$ cat src/core/tmk_pkg.sv
// Shared constants and types for the trigger-mark and aperture-delay control block.
package tmk_pkg;
    localparam int ADDR_W = 8;
    localparam int DATA_W = 32;
    localparam int SAMPLE_W = 12;
    localparam int PIPE_DEPTH = 4;
    localparam int SYNC_DEPTH = 2;
    localparam int LAT = PIPE_DEPTH + 1;

    localparam logic [7:0] OFF_CTRL = 8'h00;
    localparam logic [7:0] OFF_DELAY = 8'h04;
    localparam logic [7:0] OFF_STATUS = 8'h08;

    localparam int CTRL_MARK_EN = 0;
    localparam int CTRL_SINGLE = 1;
    localparam int CTRL_EIGHT = 2;
    localparam int CTRL_DECIM = 3;
    localparam int CTRL_LCM_LSB = 4;
    localparam int DLY_INV = 0;
    localparam int DLY_COARSE_LSB = 8;
    localparam int DLY_FINE_LSB = 16;
    localparam int DLY_RAMP_EN = 24;
    localparam int DLY_RAMP_FAST = 25;
    localparam int STAT_COARSE_LSB = 0;
    localparam int STAT_BUSY = 8;
    localparam int STAT_TRIG = 9;

    localparam logic [7:0] RST_COARSE = 8'h00;
    localparam logic [7:0] RST_FINE = 8'h00;
    localparam logic [3:0] RST_LCM = 4'h0;

    localparam int RAMP_PERIOD = 256;
    localparam logic [7:0] RAMP_LAST = 8'(RAMP_PERIOD - 1);
    localparam logic [7:0] RAMP_STEP_SLOW = 8'h01;
    localparam logic [7:0] RAMP_STEP_FAST = 8'h04;

    typedef struct packed {
        logic inv;
        logic [7:0] coarse;
        logic [7:0] fine;
    } tmk_delay_t;

    typedef struct packed {
        logic [11:0] rise;
        logic [11:0] fall;
    } tmk_pair_t;

    typedef struct packed {
        logic mark_en;
        logic single;
        logic eight;
        logic decim;
    } tmk_mode_t;

    typedef enum logic [0:0] {
        TMK_RAMP_IDLE = 1'b0,
        TMK_RAMP_RUN = 1'b1
    } tmk_ramp_state_t;
endpackage : tmk_pkg

$ cat src/core/tmk_delay_line.sv
// Fixed-depth register pipeline used to keep parallel paths at equal latency.
`timescale 1ns/1ns
module tmk_delay_line #(
    parameter int W = 1,
    parameter int D = 1
) (
    input wire logic ref_clk,
    input wire logic reset,
    input wire logic [W-1:0] din,
    output logic [W-1:0] dout
);
    typedef struct packed {
        logic [D-1:0][W-1:0] taps;
    } tmk_line_t;

    tmk_line_t q;
    tmk_line_t next_q;

    always_comb begin
        next_q = q;
        next_q.taps[0] = din;
        for (int i = 1; i < D; i++) begin
            next_q.taps[i] = q.taps[i-1];
        end
    end

    always_ff @(posedge ref_clk) begin
        if (reset) begin
            q <= '0;
        end else begin
            q <= next_q;
        end
    end

    assign dout = q.taps[D-1];
endmodule : tmk_delay_line

$ cat src/core/tmk_coarse_ramp.sv
// Coarse delay setter that either jumps or walks toward a newly written value.
`timescale 1ns/1ns
module tmk_coarse_ramp (
    input wire logic ref_clk,
    input wire logic reset,
    input wire logic load,
    input wire logic [7:0] target,
    input wire logic ramp_en,
    input wire logic fast,
    output logic [7:0] coarse,
    output logic busy
);
    typedef struct packed {
        tmk_pkg::tmk_ramp_state_t st;
        logic [7:0] tgt;
        logic [7:0] cur;
        logic [7:0] tick;
    } tmk_ramp_t;

    tmk_ramp_t q;
    tmk_ramp_t next_q;
    logic [7:0] step;

    // A whole step is never allowed to overshoot the goal.
    always_comb begin
        next_q = q;
        step = fast ? tmk_pkg::RAMP_STEP_FAST : tmk_pkg::RAMP_STEP_SLOW;
        next_q.tick = q.tick + 8'h01;
        if (load) begin
            next_q.tgt = target;
            next_q.tick = 8'h00;
            if (ramp_en) begin
                next_q.st = tmk_pkg::TMK_RAMP_RUN;
            end else begin
                next_q.cur = target;
                next_q.st = tmk_pkg::TMK_RAMP_IDLE;
            end
        end else if (q.st == tmk_pkg::TMK_RAMP_RUN) begin
            if (q.cur == q.tgt) begin
                next_q.st = tmk_pkg::TMK_RAMP_IDLE;
            end else if (q.tick == tmk_pkg::RAMP_LAST) begin
                if (q.cur < q.tgt) begin
                    next_q.cur = (q.tgt - q.cur <= step) ? q.tgt : q.cur + step;
                end else begin
                    next_q.cur = (q.cur - q.tgt <= step) ? q.tgt : q.cur - step;
                end
            end
        end
    end

    always_ff @(posedge ref_clk) begin
        if (reset) begin
            q <= '{st: tmk_pkg::TMK_RAMP_IDLE, tgt: tmk_pkg::RST_COARSE,
                   cur: tmk_pkg::RST_COARSE, tick: 8'h00};
        end else begin
            q <= next_q;
        end
    end

    assign coarse = q.cur;
    assign busy = (q.st == tmk_pkg::TMK_RAMP_RUN);

    a_ramp_hold_between: assert property (
        @(posedge ref_clk) disable iff (reset)
        (busy && !load && q.tick != tmk_pkg::RAMP_LAST) |=> $stable(coarse)
    ) else $error("Coarse delay moved between ramp ticks.");

    a_ramp_step_taken: assert property (
        @(posedge ref_clk) disable iff (reset)
        (busy && !load && q.tick == tmk_pkg::RAMP_LAST && q.cur != q.tgt)
        |=> coarse != $past(coarse)
    ) else $error("Coarse delay did not step at the ramp tick.");
endmodule : tmk_coarse_ramp

$ cat src/core/tmk_sample_mark.sv
// Trigger-mark sample formatting and aperture-delay control with an APB register file.
//
// How it works
// - Trigger mark goes out only while the mark enable bit is set.
// - Marked 12-bit samples carry upper 11 data bits plus trigger LSB.
// - Marked 8-bit samples carry the trigger state in their LSB.
// - Trigger path has exactly the converter data pipeline latency.
// - Trigger may be asynchronous; sampled with the data, no handshake.
// - One device clock runs sampling, processing and serial outputs.
// - Dual-channel mode yields one sample per clock, rising edge only.
// - Single-channel mode yields samples on both clock edges.
// - Clock invert bit adds a half-period delay; single setting.
// - Coarse and fine delays are 8-bit, 256 settings each.
// - Invert, coarse and fine act independently and add together.
// - Programmed delay shifts every internal clock, outputs included.
// - Delay changes are taken any time; ramping eases link upsets.
// - With ramp on, coarse moves one or four steps per 256 clocks.
//
// The placing of the registers and the APB interface to the registers were decided locally.
`timescale 1ns/1ns
module tmk_sample_mark (
    input wire logic ref_clk,
    input wire logic reset,
    input wire logic psel,
    input wire logic penable,
    input wire logic pwrite,
    input wire logic [7:0] paddr,
    input wire logic [31:0] pwdata,
    output logic [31:0] prdata,
    output logic pready,
    output logic pslverr,
    input wire tmk_pkg::tmk_pair_t sample_in,
    input wire logic trigger_mark_input,
    output tmk_pkg::tmk_pair_t sample_out,
    output logic valid_rise,
    output logic valid_fall,
    output tmk_pkg::tmk_delay_t delay_ctrl,
    output logic [3:0] lane_config_mode
);
    typedef struct packed {
        logic [31:0] rdata;
        tmk_pkg::tmk_mode_t mode;
        logic [3:0] lcm;
        logic inv;
        logic [7:0] coarse_tgt;
        logic [7:0] fine;
        logic ramp_en;
        logic ramp_fast;
        logic [1:0] trig_sync;
        tmk_pkg::tmk_pair_t out;
        logic [1:0] vld;
    } tmk_core_t;

    tmk_core_t q;
    tmk_core_t next_q;

    tmk_pkg::tmk_pair_t data_al;
    logic trig_al;
    logic [1:0] vld_al;
    logic [7:0] coarse_cur;
    logic ramp_busy;
    logic setup_ph;
    logic access_ph;
    logic hit_ctrl;
    logic hit_delay;
    logic hit_status;
    logic mapped;
    logic wr_ctrl;
    logic wr_delay;
    logic mark_on;

    function automatic logic [11:0] tmk_fmt(
        input logic [11:0] d,
        input logic t,
        input logic m,
        input logic e
    );
        logic [11:0] r;
        r = d;
        if (e) begin
            r = {4'h0, d[11:4]};
            if (m) begin
                r = {4'h0, d[11:5], t};
            end
        end else if (m) begin
            r = {d[11:1], t};
        end
        return r;
    endfunction : tmk_fmt

    // Converter words ride a PIPE_DEPTH-stage line; the synchronised trigger rides two stages, so the total latencies match.
    tmk_delay_line #(
        .W(2 * tmk_pkg::SAMPLE_W),
        .D(tmk_pkg::PIPE_DEPTH)
    ) u_data_line (
        .ref_clk(ref_clk),
        .reset(reset),
        .din(sample_in),
        .dout(data_al)
    );

    // The two synchroniser flops count toward the trigger latency.
    tmk_delay_line #(
        .W(1),
        .D(tmk_pkg::PIPE_DEPTH - tmk_pkg::SYNC_DEPTH)
    ) u_trig_line (
        .ref_clk(ref_clk),
        .reset(reset),
        .din(q.trig_sync[1]),
        .dout(trig_al)
    );

    tmk_delay_line #(
        .W(2),
        .D(tmk_pkg::PIPE_DEPTH)
    ) u_valid_line (
        .ref_clk(ref_clk),
        .reset(reset),
        .din({1'b1, q.mode.single}),
        .dout(vld_al)
    );

    tmk_coarse_ramp u_ramp (
        .ref_clk(ref_clk),
        .reset(reset),
        .load(wr_delay),
        .target(pwdata[tmk_pkg::DLY_COARSE_LSB +: 8]),
        .ramp_en(pwdata[tmk_pkg::DLY_RAMP_EN]),
        .fast(q.ramp_fast),
        .coarse(coarse_cur),
        .busy(ramp_busy)
    );

    assign setup_ph = psel && !penable;
    assign access_ph = psel && penable;
    assign hit_ctrl = (paddr == tmk_pkg::OFF_CTRL);
    assign hit_delay = (paddr == tmk_pkg::OFF_DELAY);
    assign hit_status = (paddr == tmk_pkg::OFF_STATUS);
    assign mapped = hit_ctrl || hit_delay || hit_status;
    assign wr_ctrl = access_ph && pwrite && hit_ctrl;
    // Delay writes are taken at any time, even while samples stream.
    assign wr_delay = access_ph && pwrite && hit_delay;
    // Marking is held off in decimating modes, where the LSB carries other data.
    assign mark_on = q.mode.mark_en && !q.mode.decim;

    always_comb begin
        next_q = q;
        // Only the second flop is read; a plain sample suffices, no handshake.
        next_q.trig_sync = {q.trig_sync[0], trigger_mark_input};
        next_q.out.rise = tmk_fmt(data_al.rise, trig_al, mark_on, q.mode.eight);
        next_q.out.fall = 12'h000;
        if (vld_al[0]) begin
            next_q.out.fall = tmk_fmt(data_al.fall, trig_al, mark_on, q.mode.eight);
        end
        next_q.vld = vld_al;
        if (setup_ph && !pwrite) begin
            next_q.rdata = 32'h0000_0000;
            if (hit_ctrl) begin
                next_q.rdata[tmk_pkg::CTRL_MARK_EN] = q.mode.mark_en;
                next_q.rdata[tmk_pkg::CTRL_SINGLE] = q.mode.single;
                next_q.rdata[tmk_pkg::CTRL_EIGHT] = q.mode.eight;
                next_q.rdata[tmk_pkg::CTRL_DECIM] = q.mode.decim;
                next_q.rdata[tmk_pkg::CTRL_LCM_LSB +: 4] = q.lcm;
            end else if (hit_delay) begin
                next_q.rdata[tmk_pkg::DLY_INV] = q.inv;
                next_q.rdata[tmk_pkg::DLY_COARSE_LSB +: 8] = q.coarse_tgt;
                next_q.rdata[tmk_pkg::DLY_FINE_LSB +: 8] = q.fine;
                next_q.rdata[tmk_pkg::DLY_RAMP_EN] = q.ramp_en;
                next_q.rdata[tmk_pkg::DLY_RAMP_FAST] = q.ramp_fast;
            end else if (hit_status) begin
                next_q.rdata[tmk_pkg::STAT_COARSE_LSB +: 8] = coarse_cur;
                next_q.rdata[tmk_pkg::STAT_BUSY] = ramp_busy;
                next_q.rdata[tmk_pkg::STAT_TRIG] = q.trig_sync[1];
            end
        end
        if (wr_ctrl) begin
            next_q.mode.mark_en = pwdata[tmk_pkg::CTRL_MARK_EN];
            next_q.mode.single = pwdata[tmk_pkg::CTRL_SINGLE];
            next_q.mode.eight = pwdata[tmk_pkg::CTRL_EIGHT];
            next_q.mode.decim = pwdata[tmk_pkg::CTRL_DECIM];
            next_q.lcm = pwdata[tmk_pkg::CTRL_LCM_LSB +: 4];
        end
        if (wr_delay) begin
            next_q.inv = pwdata[tmk_pkg::DLY_INV];
            next_q.coarse_tgt = pwdata[tmk_pkg::DLY_COARSE_LSB +: 8];
            next_q.fine = pwdata[tmk_pkg::DLY_FINE_LSB +: 8];
            next_q.ramp_en = pwdata[tmk_pkg::DLY_RAMP_EN];
            next_q.ramp_fast = pwdata[tmk_pkg::DLY_RAMP_FAST];
        end
    end

    // Everything here runs on the one device clock, so no internal crossings exist.
    always_ff @(posedge ref_clk) begin
        if (reset) begin
            q <= '0;
            q.coarse_tgt <= tmk_pkg::RST_COARSE;
            q.fine <= tmk_pkg::RST_FINE;
            q.lcm <= tmk_pkg::RST_LCM;
        end else begin
            q <= next_q;
        end
    end

    assign prdata = q.rdata;
    assign pready = 1'b1;
    assign pslverr = access_ph && !mapped;
    assign sample_out = q.out;
    assign valid_rise = q.vld[1];
    assign valid_fall = q.vld[0];
    assign lane_config_mode = q.lcm;
    // The three settings leave as one word to the clock-root delay, so every
    // derived clock, serial outputs and reference capture shift together.
    assign delay_ctrl.inv = q.inv;
    assign delay_ctrl.coarse = coarse_cur;
    assign delay_ctrl.fine = q.fine;

    a_mark_lsb_twelve: assert property (
        @(posedge ref_clk) disable iff (reset)
        $past(mark_on && !q.mode.eight)
        |-> sample_out.rise == {$past(data_al.rise[11:1]), $past(trig_al)}
    ) else $error("Marked 12-bit sample is not upper data with trigger LSB.");

    a_mark_lsb_eight: assert property (
        @(posedge ref_clk) disable iff (reset)
        $past(mark_on && q.mode.eight)
        |-> sample_out.rise == {4'h0, $past(data_al.rise[11:5]), $past(trig_al)}
    ) else $error("Marked 8-bit sample does not carry the trigger LSB.");

    a_full_result_out: assert property (
        @(posedge ref_clk) disable iff (reset)
        $past(!mark_on && !q.mode.eight) |-> sample_out.rise == $past(data_al.rise)
    ) else $error("Unmarked sample lost its own LSB.");

    a_mark_off_decim: assert property (
        @(posedge ref_clk) disable iff (reset)
        $past(q.mode.decim && !q.mode.eight)
        |-> sample_out.rise == $past(data_al.rise)
    ) else $error("Trigger mark appeared while marking is not allowed.");

    a_trig_latency_match: assert property (
        @(posedge ref_clk) disable iff (reset)
        (!$past(reset, tmk_pkg::LAT) && $past(mark_on && !q.mode.eight))
        |-> sample_out.rise[0] == $past(trigger_mark_input, tmk_pkg::LAT)
    ) else $error("Trigger bit latency differs from the data latency.");

    a_data_latency_fixed: assert property (
        @(posedge ref_clk) disable iff (reset)
        (!$past(reset, tmk_pkg::LAT) && $past(!q.mode.eight))
        |-> sample_out.rise[11:1] == $past(sample_in.rise[11:1], tmk_pkg::LAT)
    ) else $error("Converter data latency is wrong.");

    a_dual_rise_only: assert property (
        @(posedge ref_clk) disable iff (reset)
        (!$past(reset, tmk_pkg::LAT) && $past(!q.mode.single, tmk_pkg::LAT))
        |-> valid_rise && !valid_fall && sample_out.fall == 12'h000
    ) else $error("Dual-channel mode produced a falling-edge sample.");

    a_single_both_edges: assert property (
        @(posedge ref_clk) disable iff (reset)
        (!$past(reset, tmk_pkg::LAT) && $past(q.mode.single, tmk_pkg::LAT)
            && $past(!q.mode.eight))
        |-> valid_rise && valid_fall
            && sample_out.fall[11:1] == $past(sample_in.fall[11:1], tmk_pkg::LAT)
    ) else $error("Single-channel mode lost the falling-edge sample.");

    a_delay_write_apply: assert property (
        @(posedge ref_clk) disable iff (reset)
        wr_delay |=> delay_ctrl.inv == $past(pwdata[tmk_pkg::DLY_INV])
            && delay_ctrl.fine == $past(pwdata[tmk_pkg::DLY_FINE_LSB +: 8])
    ) else $error("Invert or fine delay not applied after the write.");

    a_coarse_direct_set: assert property (
        @(posedge ref_clk) disable iff (reset)
        (wr_delay && !pwdata[tmk_pkg::DLY_RAMP_EN])
        |=> delay_ctrl.coarse == $past(pwdata[tmk_pkg::DLY_COARSE_LSB +: 8]) && !ramp_busy
    ) else $error("Coarse delay not set at once with ramping off.");

    a_delay_independent: assert property (
        @(posedge ref_clk) disable iff (reset)
        (!wr_delay && !ramp_busy) |=> $stable(delay_ctrl)
    ) else $error("A delay setting moved without a write or ramp.");

    a_ramp_gradual: assert property (
        @(posedge ref_clk) disable iff (reset)
        (wr_delay && pwdata[tmk_pkg::DLY_RAMP_EN]
            && pwdata[tmk_pkg::DLY_COARSE_LSB +: 8] != coarse_cur)
        |=> ramp_busy && $stable(delay_ctrl.coarse)
    ) else $error("Ramped coarse write jumped instead of walking.");

    a_unmapped_error: assert property (
        @(posedge ref_clk) disable iff (reset)
        (setup_ph && !pwrite && !mapped) |=> prdata == 32'h0000_0000
    ) else $error("Unmapped read returned nonzero data.");

    // An unmarked 8-bit sample is the top of the converter word.
    a_eight_unmarked: assert property (
        @(posedge ref_clk) disable iff (reset)
        $past(!mark_on && q.mode.eight)
        |-> sample_out.rise == {4'h0, $past(data_al.rise[11:4])}
    ) else $error("Unmarked 8-bit sample is not the upper bits.");

    a_fall_mark_twelve: assert property (
        @(posedge ref_clk) disable iff (reset)
        $past(mark_on && !q.mode.eight && vld_al[0])
        |-> sample_out.fall == {$past(data_al.fall[11:1]), $past(trig_al)}
    ) else $error("Marked falling sample lost the trigger LSB.");

    a_fall_mark_eight: assert property (
        @(posedge ref_clk) disable iff (reset)
        $past(mark_on && q.mode.eight && vld_al[0])
        |-> sample_out.fall == {4'h0, $past(data_al.fall[11:5]), $past(trig_al)}
    ) else $error("Marked 8-bit falling sample lost the trigger LSB.");

    // Two plain flops and no acknowledge, so a trigger is never held back.
    a_trig_two_flops: assert property (
        @(posedge ref_clk) disable iff (reset)
        (!$past(reset) && !$past(reset, 2))
        |-> q.trig_sync[1] == $past(trigger_mark_input, 2)
    ) else $error("Trigger synchroniser is not two flops deep.");

    a_valid_after_fill: assert property (
        @(posedge ref_clk) disable iff (reset)
        !$past(reset, tmk_pkg::LAT) |-> valid_rise
    ) else $error("Rising-edge sample missing after the pipeline filled.");

    a_ctrl_write_apply: assert property (
        @(posedge ref_clk) disable iff (reset)
        wr_ctrl |=> q.mode.mark_en == $past(pwdata[tmk_pkg::CTRL_MARK_EN])
            && lane_config_mode == $past(pwdata[tmk_pkg::CTRL_LCM_LSB +: 4])
    ) else $error("Control write was not applied.");

    a_ramp_keeps_rest: assert property (
        @(posedge ref_clk) disable iff (reset)
        !wr_delay |=> $stable(delay_ctrl.inv) && $stable(delay_ctrl.fine)
    ) else $error("Invert or fine delay moved without a delay write.");

    a_ramp_no_overshoot: assert property (
        @(posedge ref_clk) disable iff (reset)
        (ramp_busy && !wr_delay && coarse_cur <= q.coarse_tgt)
        |=> delay_ctrl.coarse <= $past(q.coarse_tgt)
    ) else $error("Rising ramp passed its target.");

    // The rate comes from the stored setting, so later bus traffic cannot alter it.
    a_ramp_slow_step: assert property (
        @(posedge ref_clk) disable iff (reset)
        (ramp_busy && !wr_delay && !q.ramp_fast)
        |=> $stable(delay_ctrl.coarse)
            || delay_ctrl.coarse == $past(coarse_cur) + tmk_pkg::RAMP_STEP_SLOW
            || delay_ctrl.coarse == $past(coarse_cur) - tmk_pkg::RAMP_STEP_SLOW
    ) else $error("Slow ramp step is not one.");

    a_ramp_fast_step: assert property (
        @(posedge ref_clk) disable iff (reset)
        (ramp_busy && !wr_delay && q.ramp_fast)
        |=> $stable(delay_ctrl.coarse) || delay_ctrl.coarse == $past(q.coarse_tgt)
            || delay_ctrl.coarse == $past(coarse_cur) + tmk_pkg::RAMP_STEP_FAST
            || delay_ctrl.coarse == $past(coarse_cur) - tmk_pkg::RAMP_STEP_FAST
    ) else $error("Fast ramp step is not four.");
endmodule : tmk_sample_mark

$ cat config.mk
export PLATFORM = sky130hd
export DESIGN_NAME = tmk_sample_mark
export DESIGN_NICKNAME = d
export VERILOG_FILES = /design/src/core/tmk_pkg.sv /design/src/core/tmk_delay_line.sv /design/src/core/tmk_coarse_ramp.sv /design/src/core/tmk_sample_mark.sv
export SDC_FILE = /design/constraint.sdc
export NUM_CORES = 1
export LEC_CHECK = 0
export BUFFER_PORTS_ARGS = -buffer_cell sky130_fd_sc_hd__buf_4
export CELL_PAD_IN_SITES_DETAIL_PLACEMENT = 1
export CELL_PAD_IN_SITES_GLOBAL_PLACEMENT = 1
export CORE_ASPECT_RATIO = 2
export CORE_MARGIN = 2
export CORE_UTILIZATION = 42
export DETAILED_ROUTE_END_ITERATION = 8
export PLACE_DENSITY = 0.84
export SYNTH_ARGS = -nofsm -noshare
export SYNTH_HDL_FRONTEND = slang
export SYNTH_SLANG_ARGS = --single-unit
export TNS_END_PERCENT = 100
$ cat constraint.sdc
create_clock -name ref_clk -period 4.1 [get_ports ref_clk]
set_input_delay 0.615 -clock ref_clk [delete_from_list [all_inputs] [get_ports ref_clk]]
set_output_delay 0.615 -clock ref_clk [all_outputs]
set_load 0.01 [all_outputs]
Word-level counts from Yosys, hierarchy flattened:

Cells that the tools add are included.
Widths: inputs -> output; s select.

* flip-flop bits (word level): 204
* output and inout bits: 81

* $add $sub $neg: 5
* order comparisons: 3
* eq/ne operators: 6
* mux-type cells: 27
* bitwise logic cells: 1
* reductions and logical operators: 20

Operator list (number)
* $mux 8: 9
* $mux 12: 2
* $sub 8x8->8: 3
* $mux 18: 1
* $le 8x8->1: 2
* $mux 16: 1
* $mux 10: 1
* $mux 1: 9
* $add 8x1->8 const B: 1
* $add 8x8->8: 1
* $eq 8x3->1 const B: 1
* $eq 8x4->1 const B: 1
* $eq 8x8->1: 1
* $eq 8x8->1 const B: 1
* $logic_and 1x1->1: 8
* $logic_not 8->1: 1
* $lt 8x8->1: 1
* $mux 7: 1
* $logic_not 1->1: 4
* $mux 2: 2
* $reduce_and 4->1: 1
* $reduce_bool 2->1: 2
* $reduce_or 2->1: 2
* $mux 3: 1
* other kinds (4): 5

Longest topological paths before layout:

* depth after elaboration: 8
* mapped depth: 13

Cells and area by module:

Synthesis repeated with hierarchy kept, for this count alone.

* cell total of the unflattened synthesis: 902
* area total of the unflattened synthesis: 8811.0 µm²

Modules (own cells, without submodules)
* tmk_sample_mark: times used 1, cells each 379, area each 3570.9 µm²
* tmk_delay_line (u_data_line): times used 1, cells each 202, area each 2600.0 µm²
* tmk_coarse_ramp: times used 1, cells each 301, area each 2377.3 µm²
* tmk_delay_line (u_valid_line): times used 1, cells each 16, area each 210.2 µm²
* tmk_delay_line (u_trig_line): times used 1, cells each 4, area each 52.6 µm²

Least setup slack after synthesis:

Ideal clock, no wire load.

* path type: register to register
* from: register u_ramp.q[16] (netlist name)
* to: register u_ramp.q, in the netlist u_ramp.coarse[6]
* library setup time: 0.116 ns
* arrival time: 3.040 ns
* path slack: 0.944 ns
* stages on the path, launching flop included: 13
* buffers on the path: 0
* period minus slack after synthesis: 3.156 ns
* cell sequence: dfxtp_1 > inv_1 > ha_1 > fa_1 > xnor2_1 > ha_1 > nor2b_1 > a2bb2oi_1 > or3_1 > or4_4 > nor2_4 > mux2i_1 > a41o_1

* cells in the longest elaborated chain, start to end: 8
* elaborated cells on any way between the ends: 15
* classes of those cells: 2 x add/sub; 3 x order compare; 2 x eq/ne; 7 x mux; 1 x reduce/logical

Ends and longest elaborated chain
* start: declaration: RTL line tmk_coarse_ramp.sv:20 `tmk_ramp_t q;`
* start signal: assignment: RTL line tmk_coarse_ramp.sv:53 `q <= '{st: tmk_pkg::TMK_RAMP_IDLE, tgt: tmk_pkg::RST_COARSE,`
* start signal: assignment: RTL line tmk_coarse_ramp.sv:56 `q <= next_q;`
* $sub 8x8->8 (on tied branches): RTL line tmk_coarse_ramp.sv:45, tmk_coarse_ramp.sv:43
* $le 8x8->1 (on tied branches): RTL line tmk_coarse_ramp.sv:45, tmk_coarse_ramp.sv:43
* $mux 8 (on tied branches): RTL line tmk_coarse_ramp.sv:45, tmk_coarse_ramp.sv:43
* $mux 8: RTL line tmk_coarse_ramp.sv:42 `if (q.cur < q.tgt) begin`
* $mux 8: RTL line tmk_coarse_ramp.sv:41 `end else if (q.tick == tmk_pkg::RAMP_LAST) begin`
* $mux 8: RTL line tmk_coarse_ramp.sv:39 `if (q.cur == q.tgt) begin`
* $mux 8: RTL line tmk_coarse_ramp.sv:38 `end else if (q.st == tmk_pkg::TMK_RAMP_RUN) begin`
* $mux 8: RTL line tmk_coarse_ramp.sv:29 `if (load) begin`

Several ways; a longest one is shown, not always the timed one. The select of a mux whose other input is x is not followed.
A chain may end at the register's enable or synchronous reset.

Final worst setup path:

Same ends and word-level chain as after synthesis.

==> flow_summary.ini <==
[sta]
hold_viol_final = 0
setup_slack_ns = 0.606
setup_viol = 0
clock.fmax_ghz = 0.286
rsz0062_at_grt = false
min_period_over_period = 0.852
setup_tns_ns = 0
relSlewSlack = 0.263
worst_pin_slew_ns = 1.10
fin_crit_ns = 3.49
skew_ns = 0.0143
drv_slew = 0

[cells_and_area]
layout_common_cells = dfxtp_1, buf_4, nor2b_1, nor2_1, nand2_1
nFillCells = 2253
diodes = 0
final_common_cell = dfxtp_1
nets = 1043
drive_gt1_frac = 0.213
area_delta_synth_final_pct = 15.5

[floorplan]
dieArea_sq_um = 21300
fp.dieW_um = 104
start_util = 0.425
row_count = 73
die_y_um = 204
core_sq_um = 19800
io_pins = 151

[place]
gp_congestion = 0.912
dp_slack_ns = 0.636
portBuffers = 137
dp_hpwl_mm = 16.6

[critical_path]
cp-end-kind = register
crit_fanout = 5
cp_data_arrival_time_ns = 3.92
regToRegSetupSlack_ns = 0.61
worstSetupPathType = register to register
start_kind = register
critical_path_required_ns = 4.53

[hold_path]
hold_class = input pin to register

[yosys]
synth_edf_count = 0
synthCells = 889
yosys_most_used_dff = dfxtp_1
syn_area_sq_um = 8430
synth_cell_types = 76
ys_async_sr_fraction = 0
ys_seq_area_frac = 0.485
ys_warn_count = 0
ys_ff_latch = 204
avgSynthCellArea_sq_um = 9.48

[clock_tree]
numCtsBuffers = 18
post-cts-setup-buffers = 0
clock_sinks = 204
path_clk_slew_ns = 0.07
htreeDepth = 1
postCtsHoldBufs = 0
clockBufferDepth = 3
cts_tree = done
cts-resized-gates = 0
root_buffer = clkbuf_16
clock_latency_ns = 0.48

[status]
status = finished clean

[grt]
antenna_found_initial = 0
grt_pass1_wl_mm = 33.8
grt_max_degree = 77
grt.total_usage = 0.204
grt_pass1_vias = 6361
overflow = 0

[pwr]
leakagePower_nw = 3.96
vdd_drop_max_mv = 0.352
p_per_area_nw_per_um2 = 393

[drt]
drtPass1Iterations = 4
avgViaCountPerCell = 5.13
ant_nets = 0
post-route-drc-count = 0
drt-total-wl_mm = 22.1
wl_per_cell_um = 18.1
vias = 6259
dr.first_iter.drc_count = 195

[run]
maxCapViolations = 0
-- final cells by class --
| type | count | area (sq um) | share of cell area |
|---|---|---|---|
| inverters | 23 | 86.3 | 0.00887 |
| clock buffers | 24 | 534 | 0.0549 |
| well taps | 262 | 328 | 0.0337 |
| clock inverters | 7 | 41.3 | 0.00424 |
| repair buffers | 153 | 1150 | 0.118 |
| multi-input cells | 546 | 3510 | 0.360 |
| flip-flops and latches | 204 | 4080 | 0.420 |
-- metal layers --
layer	routed length, um	track usage	vias to the layer above
li1	-	-	2984
met1	7210	0.183	3002
met2	12400	0.404	195
met3	975	0.0357	78
met4	1480	0.136	0
met5	0	0	-
-- synthesized netlist by cell type (all sizes together) (9+ instances only) --
cell type	instances	area [sq um]
buf	92	664
mux2i	30	304
nand3	11	55.1
a22oi	17	128
nor2	88	338
nand2	68	255
and2	9	57.6
xnor2	14	123
inv	23	86.3
a21oi	35	179
o21ai	12	71.3
dfxtp	204	4080
nor2b	113	707
clkbuf	29	109
ha	25	313
nor3	14	70.1
-- where the power goes --
part           total (mW)  switching (mW)  internal (mW)  leakage [nW]
combinational       0.150          0.0743         0.0758          2.01
sequential           2.04          0.0132           2.02          1.66
clock                1.64           0.722          0.920         0.288
total                3.83           0.810           3.02          3.96
-- registers in the layout (all words and copies together) (netlist names), 2 cells and up --
signal               flops
u_valid_line.dout        2
lane_config_mode         4
prdata                  26
sample_out              24
q                        7
u_data_line.next_q      72
u_ramp.q                16
delay_ctrl               9
u_valid_line.next_q      6
u_ramp.coarse            8
u_data_line.dout        24
-- critical path, stage by stage, from the launching register on --
cell and delay, ns:
dfxtp_1 0.39, inv_1 0.07, ha_1 0.22, fa_1 0.41, xnor2_1 0.15, ha_1 0.32, nor2b_1 0.15, a2bb2oi_1 0.13
or3_1 0.39, or4_4 0.63, nor2_4 0.18, mux2i_1 0.23, a41o_1 0.18
-- kinds of logic after synthesis --
group,synth area share
and+or+nand+nor,0.208
DFF,0.485
buffers and inverters,0.102
AOI/OAI and AO/OA,0.106
muxes,0.0374
adders and majority gates,0.0419
xor gates and xnor gates,0.0197
other,0.000891
-- metrics by stage --
step / std cells / instance area (sq um) / hold WS, ns / util / total power [mW]
final: 1219 / 9730 / 0.346 / 0.491 / 3.83
after floorplan: 894 / 8450 / 0.414 / - / 2.16
after CTS: 1219 / 9730 / 0.335 / 0.491 / 3.88
after global routing: 1219 / 9730 / 0.340 / 0.491 / 3.97
after detailed placement: 1188 / 9160 / 0.425 / 0.462 / 2.23
after global placement: 1188 / 9160 / 0.416 / 0.462 / 2.23
-- path summary, 6_finish.rpt --
| path | start | to | cells after the start |
|---|---|---|---|
| setup reg to reg | u_ramp.q[16]$_SDFFE_PP0P_ | u_ramp.coarse[6]$_SDFFE_PP0P_ | 12 |
| hold reg to reg | u_data_line.next_q[84]$_SDFF_PP0_ | u_data_line.dout[12]$_SDFF_PP0_ | 1 |
| setup / recovery | u_ramp.q[16]$_SDFFE_PP0P_ | u_ramp.coarse[6]$_SDFFE_PP0P_ | 12 |
| hold / removal | trigger_mark_input | next_q[27]$_SDFF_PP0_ | 2 |
Power figures use the tool's default switching activity.
